**config.mk**
```make
export PLATFORM = sky130hd
export DESIGN_NAME = cfbu_branch_unit
export DESIGN_NICKNAME = d
export VERILOG_FILES = /design/src/logic/cfbu_pkg.sv /design/src/logic/cfbu_target_add.sv /design/src/logic/cfbu_branch_unit.sv
export VERILOG_INCLUDE_DIRS = /design/src /design/src/logic
export SDC_FILE = /design/constraint.sdc
export NUM_CORES = 1
export LEC_CHECK = 0
export BUFFER_PORTS_ARGS = -buffer_cell sky130_fd_sc_hd__buf_2
export CORE_MARGIN = 2
export CORE_UTILIZATION = 50
export CTS_BUF_LIST = sky130_fd_sc_hd__clkbuf_2
export CTS_CLUSTER_SIZE = 20
export DETAILED_ROUTE_END_ITERATION = 12
export PLACE_DENSITY = 0.75
export SLEW_MARGIN = 20
export SYNTH_ARGS = -nofsm -noshare
export SYNTH_HDL_FRONTEND = slang
export SYNTH_SLANG_ARGS = --single-unit
```
**constraint.sdc**
```tcl
create_clock -name core_clk -period 2.1 [get_ports core_clk]
set_input_delay 0.42 -clock core_clk [delete_from_list [all_inputs] [get_ports core_clk]]
set_output_delay 0.42 -clock core_clk [all_outputs]
set_load 0.01 [all_outputs]
```
**src/logic/cfbu_consts.svh**
```systemverilog
// cfbu_consts.svh: encodings, field positions and fixed values
// of the compact and floating-point branch unit.
// assumes 32-bit instruction words with the major opcode on top.
`ifndef CFBU_CONSTS_SVH
`define CFBU_CONSTS_SVH

// major opcodes
`define CFBU_OP_COMPACT_BRANCH 6'h32
`define CFBU_OP_COMPACT_LINK 6'h3A
`define CFBU_OP_FP_MAJOR 6'h11

// sub-opcodes under the floating-point major opcode
`define CFBU_SUB_BIT0_ZERO 5'h09
`define CFBU_SUB_BIT0_NONZERO 5'h0D
`define CFBU_SUB_COND 5'h08

// field positions
`define CFBU_OP_HI 31
`define CFBU_OP_LO 26
`define CFBU_SUB_HI 25
`define CFBU_SUB_LO 21
`define CFBU_FT_HI 20
`define CFBU_FT_LO 16
`define CFBU_CC_HI 20
`define CFBU_CC_LO 18
`define CFBU_ND_BIT 17
`define CFBU_TF_BIT 16
`define CFBU_OFF16_HI 15
`define CFBU_OFF26_HI 25

// fixed values
`define CFBU_LINK_REG 5'h1F
`define CFBU_CC_ZERO 3'h0
`define CFBU_INSTR_BYTES 4
`define CFBU_OFF_SHIFT 2
`define CFBU_OFF16_W 16
`define CFBU_OFF26_W 26

`endif

```
**src/logic/cfbu_pkg.sv**
```systemverilog
// cfbu_pkg: types shared by the branch unit files.
// assumes nothing beyond a SystemVerilog elaborator.
package cfbu_pkg;

    // gray along normal -> slot -> normal; normal -> kill -> normal flips both bits
    typedef enum logic [1:0]
    {
        CFBU_ST_NORMAL = 2'b00,
        CFBU_ST_SLOT = 2'b01,
        CFBU_ST_KILL = 2'b11
    } cfbu_state_type;

endpackage

```
**src/logic/cfbu_target_add.sv**
```systemverilog
// cfbu_target_add: sequential address and pc-relative target.
// assumes the offset field is a word offset, shifted two places.
`timescale 1ns/1ps
`include "cfbu_consts.svh"

module cfbu_target_add
#(
    parameter int ADDR_W = 64,
    parameter int OFF_W = 16
)
(
    input wire logic [ADDR_W-1:0] pc,        // branch address
    input wire logic [OFF_W-1:0] offset,     // raw offset field
    output logic [ADDR_W-1:0] seq_pc,        // pc plus one word
    output logic [ADDR_W-1:0] target         // branch target
);

    localparam int DISP_W = OFF_W + `CFBU_OFF_SHIFT;

    logic [DISP_W-1:0] disp;
    logic [ADDR_W-1:0] disp_ext;

    assign disp = {offset, {`CFBU_OFF_SHIFT{1'b0}}};
    assign disp_ext = {{(ADDR_W-DISP_W){disp[DISP_W-1]}}, disp};
    assign seq_pc = pc + ADDR_W'(`CFBU_INSTR_BYTES);
    // carry out of the top bit is dropped: targets wrap (see RQ20)
    assign target = seq_pc + disp_ext;

endmodule

```
**src/logic/cfbu_branch_unit.sv**
```systemverilog
// cfbu_branch_unit: decode and resolve of compact branches,
// fp register bit0 branches and legacy fp condition branches.
// assumes the fetch pipeline issues one instruction per valid,
// answers fpr_sel with fpr_bit0 in the same cycle, and flags
// every other control transfer it decodes on issue_other_cti.
//
// Behaviour
// RQ1: compact branch offset is bits 25..0, shifted two, signed.
// RQ2: compact branch has no delay slot; taken target is pc+4+offset.
// RQ3: compact branches always taken, no forbidden slot check after.
// RQ4: compact branch decoded in the old second_coprocessor_major word load encoding.
// RQ5: compact branch-link decoded in the old second_coprocessor_major word store encoding.
// RQ6: compact branch-link writes register 31 with pc+4.
// RQ7: bit0-zero fp branch true when fp register bit 0 is zero.
// RQ8: bit0-nonzero fp branch true when selected bit 0 is one.
// RQ9: false fp register branch falls through sequentially.
// RQ10: fp register branch: 16-bit offset shifted two, slot runs first.
// RQ11: fp register branch with fp unit disabled raises unusable.
// RQ12: fp register branches ignore format and use only bit 0.
// RQ13: control transfer in a delay slot raises reserved.
// RQ14: fp register branches never raise reserved when fpu present; the code raises reserved for one that sits in a delay slot (RQ13).
// RQ15: condition-false branch with cc zero runs slot then branches.
// RQ16: legacy branch picks one of eight codes by bits 20..18.
// RQ17: newer-release cores decode legacy condition branches reserved.
// RQ18: legacy branch: unusable if fpu disabled, reserved if unsupported.
// RQ19: tf picks polarity; nd picks likely; untaken likely kills slot.
// RQ20: target sums wrap at full address width.
`timescale 1ns/1ps
`include "cfbu_consts.svh"

module cfbu_branch_unit
    import cfbu_pkg::*;
#(
    parameter int ADDR_W = 64,
    parameter int CC_N = 8
)
(
    input wire logic core_clk,               // core clock
    input wire logic rst_b,                  // async reset, low
    input wire logic pipe_flush,             // drop pending branch
    input wire logic issue_valid,            // instruction issued
    input wire logic [31:0] issue_instr,     // instruction word
    input wire logic [ADDR_W-1:0] issue_pc,  // its address
    input wire logic issue_other_cti,        // other jump or return
    input wire logic fpu_implemented,        // fp unit present
    input wire logic fpu_enabled,            // fp access enabled
    input wire logic legacy_cc_supported,    // old cc branches kept
    input wire logic single_cc_only,         // one cond code only
    input wire logic fpr_bit0,               // bit 0 of fpr_sel
    input wire logic [CC_N-1:0] fp_cond_codes, // condition codes
    output logic [4:0] fpr_sel,              // fp register to read
    output logic res_valid,                  // result cycle
    output logic own_branch,                 // was one of ours
    output logic redirect_valid,             // load redirect_pc
    output logic [ADDR_W-1:0] redirect_pc,   // new fetch address
    output logic squash_next,                // drop next instruction
    output logic slot_nullify,               // slot cancelled
    output logic link_we,                    // write link register
    output logic [4:0] link_idx,             // link register index
    output logic [ADDR_W-1:0] link_data,     // return address
    output logic exc_cop_unusable,           // coprocessor unusable
    output logic exc_reserved                // reserved instruction
);

    ////////////////////////////////////////////////////////////////
    // field extraction

    logic [5:0] op;
    logic [4:0] sub;
    logic [2:0] cc_sel;
    logic nd_flag;
    logic tf_flag;
    logic [`CFBU_OFF16_W-1:0] off16;
    logic [`CFBU_OFF26_W-1:0] off26;

    assign op = issue_instr[`CFBU_OP_HI:`CFBU_OP_LO];
    assign sub = issue_instr[`CFBU_SUB_HI:`CFBU_SUB_LO];
    assign cc_sel = issue_instr[`CFBU_CC_HI:`CFBU_CC_LO];
    assign nd_flag = issue_instr[`CFBU_ND_BIT];
    assign tf_flag = issue_instr[`CFBU_TF_BIT];
    assign off16 = issue_instr[`CFBU_OFF16_HI:0];
    assign off26 = issue_instr[`CFBU_OFF26_HI:0]; // see RQ1
    // register bit0 branches read the register named by bits 20..16
    assign fpr_sel = issue_instr[`CFBU_FT_HI:`CFBU_FT_LO]; // see RQ8

    ////////////////////////////////////////////////////////////////
    // target adders

    logic [ADDR_W-1:0] seq_pc;
    logic [ADDR_W-1:0] target26;
    logic [ADDR_W-1:0] target16;

    // see RQ1
    cfbu_target_add
    #(
        .ADDR_W(ADDR_W),
        .OFF_W(`CFBU_OFF26_W)
    )
    u_add26
    (
        .pc(issue_pc),
        .offset(off26),
        .seq_pc(seq_pc),
        .target(target26)
    );

    // see RQ10
    cfbu_target_add
    #(
        .ADDR_W(ADDR_W),
        .OFF_W(`CFBU_OFF16_W)
    )
    u_add16
    (
        .pc(issue_pc),
        .offset(off16),
        .seq_pc(),
        .target(target16)
    );

    ////////////////////////////////////////////////////////////////
    // decode

    logic is_cb;
    logic is_cbl;
    logic is_fp_major;
    logic is_eqz;
    logic is_nez;
    logic is_legacy;
    logic own_cti;

    // the old second_coprocessor_major load/store live under the second coprocessor
    // major now, so these opcodes mean compact branches only
    assign is_cb = op == `CFBU_OP_COMPACT_BRANCH; // see RQ4
    assign is_cbl = op == `CFBU_OP_COMPACT_LINK; // see RQ5
    assign is_fp_major = op == `CFBU_OP_FP_MAJOR;
    assign is_eqz = is_fp_major && sub == `CFBU_SUB_BIT0_ZERO;
    assign is_nez = is_fp_major && sub == `CFBU_SUB_BIT0_NONZERO;
    assign is_legacy = is_fp_major && sub == `CFBU_SUB_COND;
    assign own_cti = is_cb | is_cbl | is_eqz | is_nez | is_legacy;

    ////////////////////////////////////////////////////////////////
    // conditions

    logic reg_cond;
    logic cc_bit;
    logic legacy_cond;

    // only bit 0 enters, whatever format produced it (see RQ12)
    assign reg_cond = is_eqz ? ~fpr_bit0 : fpr_bit0; // see RQ7
    assign cc_bit = fp_cond_codes[cc_sel]; // see RQ16
    // tf=0 tests for a clear code, tf=1 for a set one
    assign legacy_cond = cc_bit == tf_flag; // see RQ15 // see RQ19

    ////////////////////////////////////////////////////////////////
    // state

    cfbu_state_type state_r;
    cfbu_state_type state_nxt;
    logic pend_taken_r;
    logic [ADDR_W-1:0] pend_target_r;

    logic go;
    logic in_slot;
    logic in_kill;
    logic slot_cti_err;
    logic legacy_bad;
    logic reg_unusable;
    logic legacy_unusable;
    logic fault_cu;
    logic fault_ri;
    logic clean;

    assign go = issue_valid && !pipe_flush;
    assign in_slot = state_r == CFBU_ST_SLOT;
    assign in_kill = state_r == CFBU_ST_KILL;

    // a cancelled likely slot is never examined, so no check there
    assign slot_cti_err = in_slot && (own_cti || issue_other_cti); // see RQ13

    // cc field must be zero on single-code cores
    assign legacy_bad = !legacy_cc_supported || !fpu_implemented
        || (single_cc_only && cc_sel != `CFBU_CC_ZERO); // see RQ17

    // register branches see only unusable outside a delay slot (see RQ14)
    assign reg_unusable = (is_eqz || is_nez) && !fpu_enabled; // see RQ11
    assign legacy_unusable = is_legacy && !legacy_bad
        && !fpu_enabled; // see RQ18

    assign fault_ri = !in_kill
        && (slot_cti_err || (is_legacy && legacy_bad)); // see RQ18
    assign fault_cu = !in_kill && !slot_cti_err
        && (reg_unusable || legacy_unusable);
    assign clean = go && !in_kill && !fault_ri && !fault_cu;

    always_comb
    begin
        state_nxt = state_r;
        case (state_r)
            CFBU_ST_NORMAL:
            begin
                if (clean && (is_eqz || is_nez))
                begin
                    state_nxt = CFBU_ST_SLOT; // see RQ10
                end
                else if (clean && is_legacy)
                begin
                    // likely and false: slot is cancelled (see RQ19)
                    if (nd_flag && !legacy_cond)
                    begin
                        state_nxt = CFBU_ST_KILL;
                    end
                    else
                    begin
                        state_nxt = CFBU_ST_SLOT;
                    end
                end
                // compact branches leave no slot behind (see RQ3)
            end
            CFBU_ST_SLOT:
            begin
                if (go)
                begin
                    state_nxt = CFBU_ST_NORMAL;
                end
            end
            CFBU_ST_KILL:
            begin
                if (go)
                begin
                    state_nxt = CFBU_ST_NORMAL;
                end
            end
            default:
            begin
                state_nxt = CFBU_ST_NORMAL;
            end
        endcase
        if (pipe_flush)
        begin
            state_nxt = CFBU_ST_NORMAL;
        end
    end

    always_ff @(posedge core_clk or negedge rst_b)
    begin
        if (!rst_b)
        begin
            state_r <= CFBU_ST_NORMAL;
        end
        else
        begin
            state_r <= state_nxt;
        end
    end

    // pending outcome of a delay-slot branch, applied after the slot
    always_ff @(posedge core_clk or negedge rst_b)
    begin
        if (!rst_b)
        begin
            pend_taken_r <= 1'b0;
            pend_target_r <= '0;
        end
        else if (clean && state_r == CFBU_ST_NORMAL)
        begin
            if (is_eqz || is_nez)
            begin
                // false condition falls through (see RQ9)
                pend_taken_r <= reg_cond;
                pend_target_r <= target16;
            end
            else if (is_legacy)
            begin
                pend_taken_r <= legacy_cond;
                pend_target_r <= target16;
            end
        end
    end

    ////////////////////////////////////////////////////////////////
    // outputs, all registered one cycle after issue

    logic compact_go;
    logic slot_done;

    assign compact_go = clean && !in_slot && (is_cb || is_cbl);
    // slot redirect is held back if the slot itself faulted
    assign slot_done = go && in_slot && !fault_ri;

    always_ff @(posedge core_clk or negedge rst_b)
    begin
        if (!rst_b)
        begin
            res_valid <= 1'b0;
            own_branch <= 1'b0;
        end
        else
        begin
            res_valid <= go;
            own_branch <= go && !in_kill && own_cti;
        end
    end

    always_ff @(posedge core_clk or negedge rst_b)
    begin
        if (!rst_b)
        begin
            redirect_valid <= 1'b0;
            redirect_pc <= '0;
        end
        else if (compact_go)
        begin
            redirect_valid <= 1'b1; // see RQ2
            redirect_pc <= target26; // see RQ2
        end
        else if (slot_done && pend_taken_r)
        begin
            // slot has run, now go to target (see RQ10)
            redirect_valid <= 1'b1;
            redirect_pc <= pend_target_r;
        end
        else
        begin
            redirect_valid <= 1'b0;
        end
    end

    // the word after a compact branch is already fetched; kill it
    always_ff @(posedge core_clk or negedge rst_b)
    begin
        if (!rst_b)
        begin
            squash_next <= 1'b0;
        end
        else
        begin
            squash_next <= compact_go; // see RQ2
        end
    end

    always_ff @(posedge core_clk or negedge rst_b)
    begin
        if (!rst_b)
        begin
            slot_nullify <= 1'b0;
        end
        else
        begin
            slot_nullify <= go && in_kill; // see RQ19
        end
    end

    always_ff @(posedge core_clk or negedge rst_b)
    begin
        if (!rst_b)
        begin
            link_we <= 1'b0;
            link_idx <= 5'h00;
            link_data <= '0;
        end
        else if (compact_go && is_cbl)
        begin
            link_we <= 1'b1; // see RQ6
            link_idx <= `CFBU_LINK_REG; // see RQ6
            link_data <= seq_pc; // see RQ6
        end
        else
        begin
            link_we <= 1'b0;
        end
    end

    always_ff @(posedge core_clk or negedge rst_b)
    begin
        if (!rst_b)
        begin
            exc_cop_unusable <= 1'b0;
            exc_reserved <= 1'b0;
        end
        else
        begin
            exc_cop_unusable <= go && fault_cu; // see RQ11
            exc_reserved <= go && fault_ri; // see RQ13
        end
    end

endmodule

```
==> results of run 1 <==
-- cell families after synthesis --
family,after synthesis,synth area share [%]
XOR/XNOR,164,8.96
adder cells (fa/ha/maj),110,8.63
AND/OR/NAND/NOR,730,20.7
buffers and inverters,138,4.25
flip-flops,204,31.8
multiplexers,86,5.74
AO/OA/AOI/OAI,512,19.9
-- through the flow --
stage          cells  util (%)  TNS [ns]  worst slack, ns
2_1_floorplan   1944         -   -158.49            -1.94
3_3_place_gp    3152      72.0   -314.83            -2.68
3_5_place_dp    3152      72.0   -326.27            -2.74
4_1_cts         3387      84.1   -105.41            -1.32
-- per-layer routing --
layer	overflow	track usage (%)
met4	205	95.1
met5	0	53.8
met3	24	75.9
met1	5	84.0
met2	325	102
-- timing repair --
action,CTS
setup buffers,121
endpoints found under the setup margin,185
resized for setup,406
pin swaps,245
hold buffers,47
endpoints found under the hold margin,255
==> flow_metrics.env, run 1 <==
export IMPL_outcome="aborted with a tool error"
export IMPL_last_stage_reached="global routing"
export IMPL_toolErrorMsg="[ERROR GRT-0232] Routing congestion too high. Check the congestion heatmap in the GUI."
export IMPL_postSynthNetCount=2168
export IMPL_fp_dieW_um=183
export IMPL_gp_congestion=1.01
export IMPL_htree_num_levels=2
export IMPL_clock_sink_count=204
export IMPL_area_share_of_the_largest_cell_type_after_synthesis_pct=31.8
export IMPL_synth_most_common_cell="nand2_1"
export IMPL_synth_cell_type_count=87
export IMPL_post_synth_main_area_contributors="dfrtp_1 32%, nand2_1 9.3%, ha_1 8.5%, xnor2_1 5.2%, a21oi_1 4.2%"
export IMPL_io_buffer_count=259
export IMPL_groute_usage_overall_pct=87.9
export IMPL_synth_area_leader_cell="dfrtp_1"
export IMPL_synth_seq_cells=204
export IMPL_grt_start_max_net_pins=53
export IMPL_place_area_um2=22700
export IMPL_worst_ep_kind="sequential cell input"
export IMPL_tritoncts_buffers=55
export IMPL_clockBufferDepth=3
export IMPL_yosysSeqAreaShare_pct=31.8
export IMPL_synth_cell_area_um2=16000
export IMPL_syn_instance_count=1944
export IMPL_die_height_um=183
export IMPL_num_rows=65
export IMPL_synth_top_cells_by_count="396 x nand2_1, 204 x dfrtp_1, 134 x a21oi_1, 125 x o21ai_0, 109 x ha_1"
export IMPL_yosys_most_used_dff="dfrtp_1"
export IMPL_clk_root_buffer_cell="clkbuf_2"
export IMPL_gr_total_overflow=559
export IMPL_postSynthAreaPerCell_um2=8.25
export IMPL_synth_edff_count=0
export IMPL_initial_standard_cell_utilization_of_the_core_pct=50.8
export IMPL_design_portCount=260
export IMPL_place_detailed_hpwl_um=49800
export IMPL_yosysWarningCount=0
export IMPL_repair_timing_grt_worst_ep="pend_target_r[62]$_DFFE_PN0P_/D"
export IMPL_synth_async_reset_ratio_pct=100
==> inputs of run 2 (changes only) <==
--- a/config.mk
+++ b/config.mk
@@ -8,11 +8,9 @@
 export LEC_CHECK = 0
 export BUFFER_PORTS_ARGS = -buffer_cell sky130_fd_sc_hd__buf_2
 export CORE_MARGIN = 2
-export CORE_UTILIZATION = 50
-export CTS_BUF_LIST = sky130_fd_sc_hd__clkbuf_2
-export CTS_CLUSTER_SIZE = 20
+export CORE_UTILIZATION = 35
 export DETAILED_ROUTE_END_ITERATION = 12
-export PLACE_DENSITY = 0.75
+export PLACE_DENSITY_LB_ADDON = 0.15
 export SLEW_MARGIN = 20
 export SYNTH_ARGS = -nofsm -noshare
 export SYNTH_HDL_FRONTEND = slang
==> constraint.sdc (replaced) <==
create_clock -name core_clk -period 2.7 [get_ports core_clk]
set_input_delay 0.54 -clock core_clk [delete_from_list [all_inputs] [get_ports core_clk]]
set_output_delay 0.54 -clock core_clk [all_outputs]
set_load 0.01 [all_outputs]
==> flow_metrics.env, run 2 <==
export IMPL_routed_wl_per_cell_um=19.6
export IMPL_synth_area_leader_cell="dfrtp_1"
export IMPL_tritoncts_buffers=26
export IMPL_pre_cts_slack_ns=-2.47
export IMPL_skew_ns=0.0314
export IMPL_route_detailed_drc=0
export IMPL_whs_path_depth=3
export IMPL_design_portCount=260
export IMPL_synth_seq_cells=204
export IMPL_synth_cell_area_um2=16000
export IMPL_num_rows=78
export IMPL_die_height_um=218
export IMPL_layout_common_cells="656 x buf_4, 356 x nand2_1, 248 x buf_2, 204 x dfrtp_1, 126 x buf_6"
export IMPL_timing_critical_path_cells="buf_6 -> nand4_1 -> nor2_2 -> nand4_1 -> or2_4 -> or2_4 -> nor2_4 -> buf_6 -> nand3_4 -> xnor2_4 -> ha_4 -> a21oi_2 -> or3b_4 -> a21oi_4 -> a31oi_4 -> a211oi_4 -> o221ai_4 -> a211oi_2 -> xor2_1 -> mux2i_1"
export IMPL_synth_simple_gate_area_share_pct=20.7
export IMPL_syn_instance_count=1944
export IMPL_fp_dieW_um=218
export IMPL_vias_per_cell=5.22
export IMPL_synth_compound_gate_area_share_pct=19.9
export IMPL_antenna_violation_net_count_after_detailed_routing=0
export IMPL_pre_repair_dr_iteration_count=5
export IMPL_vdd_ir_drop_worst_v=0.000470
export IMPL_slew_headroom_pct=58.7
export IMPL_outcome="complete, but fails checks"
export IMPL_gp_congestion=0.940
export IMPL_syn2layout_area_growth_pct=83.4
export IMPL_rr_endpoint="redirect_pc[48]$_DFFE_PN0P_"
export IMPL_routed_via_count=18500
export IMPL_regToRegSetupSlack_ns=0.24
export IMPL_place_detailed_hpwl_um=52000
export IMPL_synth_most_common_cell="nand2_1"
export IMPL_layout_cell_share_with_drive_strength_beyond_1_pct=55.4
export IMPL_yosys_most_used_dff="dfrtp_1"
export IMPL_synth_edff_count=0
export IMPL_yosysWarningCount=0
export IMPL_diodes=0
export IMPL_most_common_cell_after_layout_fill_and_taps_aside="buf_4"
export IMPL_gr_total_overflow=0
export IMPL_final_hold_viols=0
export IMPL_holdWs_ns=0.165
export IMPL_final_max_slew_violation_count=0
export IMPL_wl_um=69800
export IMPL_place_area_um2=23000
export IMPL_setup_cp_type="in2reg"
export IMPL_num_nets_final=3161
export IMPL_cp_arrival_ns=4.60
export IMPL_synth_top_cells_by_count="396 x nand2_1, 204 x dfrtp_1, 134 x a21oi_1, 125 x o21ai_0, 109 x ha_1"
export IMPL_htree_num_levels=1
export IMPL_initialDrtViolationCount=968
export IMPL_synth_cell_type_count=87
export IMPL_post_layout_total_power_uw=12500
export IMPL_clock_latency_ns=0.60
export IMPL_worstHoldStart="issue_pc[0]"
export IMPL_area_share_of_the_largest_cell_type_after_synthesis_pct=31.8
export IMPL_antenna_found_initial=0
export IMPL_adder_cell_share_of_the_synthesized_area_pct=8.63
export IMPL_p_per_area_nw_per_um2=427
export IMPL_rr_worst_depth=10
export IMPL_final_min_period_over_clock_period_pct=154
export IMPL_crit_required_ns=3.16
export IMPL_design_core_area_um2=45300
export IMPL_postSynthAreaPerCell_um2=8.25
export IMPL_finalNonFillerCells=3555
export IMPL_setup_repair_after_global_routing_missed_its_margin="true"
export IMPL_postSynthNetCount=2168
export IMPL_registers_with_the_highest_flip_flop_counts="link_data: 64 flops, pend_target_r: 64 flops, redirect_pc: 64 flops"
export IMPL_yosysSeqAreaShare_pct=31.8
export IMPL_cts_reportedPaths_clkPinSlew_ns=0.06
export IMPL_clock_sink_count=204
export IMPL_synth_async_reset_ratio_pct=100
export IMPL_clockBufferDepth=3
export IMPL_final_setup_violation_count=100
export IMPL_groute_usage_overall_pct=27.8
export IMPL_violations="setup timing"
export IMPL_dieArea_um2=47500
export IMPL_synth_mux_area_fraction_pct=5.74
export IMPL_first_pass_grt_wire_length_um=104000
export IMPL_timing_worst_slew_pin_value_ns=0.616
export IMPL_r2r_start="state_r[0]$_DFFE_PN0P_"
export IMPL_leakage_uw=0.0141
export IMPL_setup_ws_ns=-1.45
export IMPL_synth_top_family_by_area="simple AND/OR/NAND/NOR gates"
export IMPL_clk_root_buffer_cell="clkbuf_16"
export IMPL_finalInstanceArea_um2=29400
export IMPL_synth_xor_xnor_area_share_pct=8.96
export IMPL_path_type_of_the_worst_min_delay_path="in2reg"
export IMPL_timing_critical_path_from_type="primary input"
export IMPL_post_synth_main_area_contributors="dfrtp_1 32%, nand2_1 9.3%, ha_1 8.5%, xnor2_1 5.2%, a21oi_1 4.2%"
export IMPL_cp_buffers_inverters=2
export IMPL_min_to="link_data[0]$_DFFE_PN0P_"
export IMPL_cap_violations=0
export IMPL_worst_path_fanout_max=4
export IMPL_achievable_frequency_ghz=0.241
export IMPL_crit_path_top_delay_cell="or3b_4"
export IMPL_cts_tree="yes"
export IMPL_num_fill_cells=3714
export IMPL_grt_start_max_net_pins=61
export IMPL_worst_path_largest_cell_delay_ns=0.41
export IMPL_number_of_global_route_vias_before_repair=18600
export IMPL_worst_path_dominant_cell_family="simple AND/OR/NAND/NOR gates"
export IMPL_worst_setup_path_end_kind="flop"
export IMPL_initial_standard_cell_utilization_of_the_core_pct=35.4
export IMPL_placed_cells_incl_taps=3353
export IMPL_finalCriticalPeriod_ns=4.15
export IMPL_io_buffer_count=259
## run 2: where the power goes
group	leakage (uW)	internal (uW)	switching (uW)
registers	0.00278	3320	172
logic	0.0108	2730	2660
clock network	0.000434	2130	1530
## run 2: worst max path at each step
| stage | start | endpoint | slack [ns] | cells past startpoint |
|---|---|---|---|---|
| detailed placement | issue_pc[9] | redirect_pc[58]$_DFFE_PN0P_ | -2.47 | 23 |
| floorplan | issue_pc[14] | redirect_pc[61]$_DFFE_PN0P_ | -1.46 | 21 |
| global route | issue_pc[13] | redirect_pc[61]$_DFFE_PN0P_ | -1.55 | 20 |
| finish | issue_pc[14] | redirect_pc[61]$_DFFE_PN0P_ | -1.45 | 20 |
| global placement | issue_pc[7] | redirect_pc[58]$_DFFE_PN0P_ | -2.46 | 23 |
| CTS | issue_pc[7] | redirect_pc[52]$_DFFE_PN0P_ | -1.38 | 20 |
## run 2: stage by stage
step,TNS [ns],utilization [%]
final,-95.02,64.9
after floorplan,-76.50,-
after global placement,-251.44,50.9
after CTS,-116.64,59.5
after global routing,-107.18,64.9
after detailed placement,-255.71,50.9
## run 2: worst reg2reg max path, cell delays in order, from the launching register on
cell	delay, ns
dfrtp_1	0.55
nor4_1	0.12
buf_4	0.15
nor2_1	0.13
nand2_1	0.09
or4_1	0.49
clkinv_2	0.09
buf_4	0.18
buf_12	0.21
nor2_1	0.09
a31o_2	0.23
## run 2: routing by layer
metal	GRT usage [%]	routed length [um]	vias to the layer above
met5	0	0	-
met3	2.98	3070	115
met4	7.10	2200	0
li1	-	-	8896
met1	37.6	31000	9089
met2	47.4	33500	447
## run 2: timing repair
| item | in CTS | in global routing |
|---|---|---|
| setup endpoints to repair | 197 | 199 |
| endpoints found under the hold margin | 56 | 0 |
| pin swaps | 217 | 263 |
| gates cloned | 0 | 2 |
| resized for setup | 444 | 381 |
| setup buffers | 86 | 99 |
| hold buffers | 1 | 0 |
## run 2: cells by family (layout without fill, tap and decap cells)
| kind of cell | count (synthesis) | after routing |
|---|---|---|
| AO/OA/AOI/OAI | 512 | 512 |
| XOR/XNOR | 164 | 164 |
| adder cells (fa/ha/maj) | 110 | 110 |
| buffers and inverters | 138 | 1149 |
| flip-flops | 204 | 204 |
| multiplexers | 86 | 86 |
| AND/OR/NAND/NOR | 730 | 730 |
## run 2: cell type report
cell class | instances | area [um^2] | area share [%]
clock buffer | 34 | 741 | 2.52
timing repair buffer | 1064 | 8250 | 28.0
sequential | 204 | 5100 | 17.4
inverter | 39 | 153 | 0.519
multi-input combinational | 1602 | 14300 | 48.5
tap | 600 | 751 | 2.55
clock inverter | 12 | 151 | 0.515
No activity file was read; power rests on OpenSTA's default activity.
==> inputs of run 3 (changes only) <==
--- a/config.mk
+++ b/config.mk
@@ -7,10 +7,11 @@
 export NUM_CORES = 1
 export LEC_CHECK = 0
 export BUFFER_PORTS_ARGS = -buffer_cell sky130_fd_sc_hd__buf_2
-export CORE_MARGIN = 2
+export CORE_MARGIN = 5
 export CORE_UTILIZATION = 35
 export DETAILED_ROUTE_END_ITERATION = 12
 export PLACE_DENSITY_LB_ADDON = 0.15
+export REMOVE_ABC_BUFFERS = 1
 export SLEW_MARGIN = 20
 export SYNTH_ARGS = -nofsm -noshare
 export SYNTH_HDL_FRONTEND = slang
==> flow_metrics.env, run 3 (same netlist as run 2, synthesis figures left out) <==
export IMPL_die_height_um=224
export IMPL_pre_repair_dr_iteration_count=7
export IMPL_setup_cp_type="in2reg"
export IMPL_tritoncts_buffers=26
export IMPL_worst_path_largest_cell_delay_ns=0.41
export IMPL_place_detailed_hpwl_um=54900
export IMPL_outcome="complete, but fails checks"
export IMPL_grt_start_max_net_pins=65
export IMPL_most_common_cell_after_layout_fill_and_taps_aside="buf_4"
export IMPL_num_rows=78
export IMPL_achievable_frequency_ghz=0.244
export IMPL_gr_total_overflow=0
export IMPL_clock_sink_count=204
export IMPL_number_of_global_route_vias_before_repair=19200
export IMPL_initialDrtViolationCount=1563
export IMPL_design_core_area_um2=45400
export IMPL_worst_path_dominant_cell_family="simple AND/OR/NAND/NOR gates"
export IMPL_gp_congestion=0.978
export IMPL_cp_buffers_inverters=3
export IMPL_layout_cell_share_with_drive_strength_beyond_1_pct=56.7
export IMPL_first_pass_grt_wire_length_um=111000
export IMPL_p_per_area_nw_per_um2=434
export IMPL_final_hold_viols=0
export IMPL_clockBufferDepth=3
export IMPL_groute_usage_overall_pct=27.6
export IMPL_vias_per_cell=5.31
export IMPL_wl_um=75900
export IMPL_worst_path_fanout_max=4
export IMPL_crit_required_ns=3.14
export IMPL_routed_wl_per_cell_um=21.0
export IMPL_fp_dieW_um=224
export IMPL_path_type_of_the_worst_min_delay_path="in2reg"
export IMPL_final_setup_violation_count=99
export IMPL_antenna_violation_net_count_after_detailed_routing=0
export IMPL_skew_ns=0.0274
export IMPL_syn2layout_area_growth_pct=88.6
export IMPL_leakage_uw=0.0145
export IMPL_setup_repair_after_global_routing_missed_its_margin="true"
export IMPL_timing_worst_slew_pin_value_ns=0.606
export IMPL_violations="setup timing"
export IMPL_antenna_found_initial=8
export IMPL_worst_setup_path_end_kind="flop"
export IMPL_finalCriticalPeriod_ns=4.10
export IMPL_final_min_period_over_clock_period_pct=152
export IMPL_cts_reportedPaths_clkPinSlew_ns=0.06
export IMPL_cts_tree="yes"
export IMPL_holdWs_ns=0.177
export IMPL_timing_critical_path_cells="buf_6 -> nand4_1 -> nor2_4 -> nand4_1 -> or2_4 -> or2_4 -> nor2_4 -> buf_6 -> nand3_4 -> xnor2_4 -> ha_4 -> a21oi_4 -> or3b_4 -> a21oi_4 -> a31oi_4 -> a211oi_2 -> o221ai_1 -> buf_4 -> o31a_1 -> xnor2_1 -> a21oi_1"
export IMPL_registers_with_the_highest_flip_flop_counts="link_data: 64 flops, pend_target_r: 64 flops, redirect_pc: 64 flops"
export IMPL_routed_via_count=19200
export IMPL_setup_ws_ns=-1.40
export IMPL_timing_critical_path_from_type="primary input"
export IMPL_slew_headroom_pct=59.5
export IMPL_dieArea_um2=50200
export IMPL_cp_arrival_ns=4.53
export IMPL_route_detailed_drc=0
export IMPL_clk_root_buffer_cell="clkbuf_16"
export IMPL_clock_latency_ns=0.57
export IMPL_whs_path_depth=2
export IMPL_htree_num_levels=1
export IMPL_crit_path_top_delay_cell="or3b_4"
export IMPL_final_max_slew_violation_count=0
export IMPL_critical_path_cell_count=21
export IMPL_num_nets_final=3218
export IMPL_layout_common_cells="703 x buf_4, 353 x nand2_1, 244 x buf_2, 204 x dfrtp_1, 149 x buf_6"
export IMPL_pre_cts_slack_ns=-2.37
export IMPL_vdd_ir_drop_worst_v=0.000515
export IMPL_design_portCount=260
export IMPL_io_buffer_count=259
export IMPL_cap_violations=0
export IMPL_rr_worst_depth=10
export IMPL_initial_standard_cell_utilization_of_the_core_pct=35.3
run 3: worst reg2reg max path: stages (launching register included):
cell and delay (ns):
dfrtp_1 0.49, nor2b_1 0.29, a21oi_2 0.19, nand2_1 0.08, or4_1 0.46, clkinv_2 0.10
buf_4 0.22, buf_12 0.23, o211ai_1 0.20, nand4_1 0.11, a31oi_1 0.05
run 3: final timing paths:
check | to | slack (ns) | startpoint
min | link_data[2]$_DFFE_PN0P_ | 0.18 | issue_pc[2]
max in group asynchronous | link_data[62]$_DFFE_PN0P_ | 1.41 | rst_b
min reg2reg | link_data[50]$_DFFE_PN0P_ | 0.47 | link_data[50]$_DFFE_PN0P_
min in group asynchronous | redirect_pc[1]$_DFFE_PN0P_ | 0.55 | rst_b
max reg2reg | redirect_pc[62]$_DFFE_PN0P_ | 0.14 | state_r[0]$_DFFE_PN0P_
max | redirect_pc[57]$_DFFE_PN0P_ | -1.40 | issue_pc[17]
run 3: area by class of cell:
class / count / area, um^2
Clock buffer: 36 / 758
Antenna cell: 7 / 17.5
Tap cell: 600 / 751
Inverter: 39 / 155
Multi-Input combinational cell: 1603 / 14600
Sequential cell: 204 / 5100
Clock inverter: 12 / 253
Fill cell: 3601 / 15100
Timing Repair Buffer: 1120 / 8620
run 3: where the power goes:
part           switching (uW)  total (uW)  internal (uW)  leakage [uW]
registers                 156        3480           3320       0.00278
clock network            1500        4120           2630      0.000492
logic                    2750        5530           2780        0.0112
run 3: timing repair:
action	CTS	global route
resized for setup	726	245
hold endpoints to repair	58	0
setup buffers	145	80
hold buffers	1	0
endpoints found under the setup margin	175	195
pin swaps	287	213
cloned	0	2
run 3: through the flow:
stage	setup TNS (ns)	power [uW]	util, %	instances	cell area [um^2]
after CTS	-69.99	12700	62.5	3548	28400
after global placement	-225.66	7420	50.3	3382	22800
after floorplan	-313.66	5310	-	1845	15500
final	-91.64	13100	66.7	3621	30300
after detailed placement	-231.74	7450	50.3	3382	22800
after global routing	-101.12	13700	66.7	3620	30200
run 3: metal layers:
layer | vias to the layer above | part of all wire, % | track usage [%]
met2 | 632 | 48 | 46.1
met1 | 9408 | 43 | 37.7
met4 | 4 | 3.5 | 8.02
li1 | 9018 | - | -
met5 | - | 0.036 | 0
met3 | 148 | 5.7 | 3.72
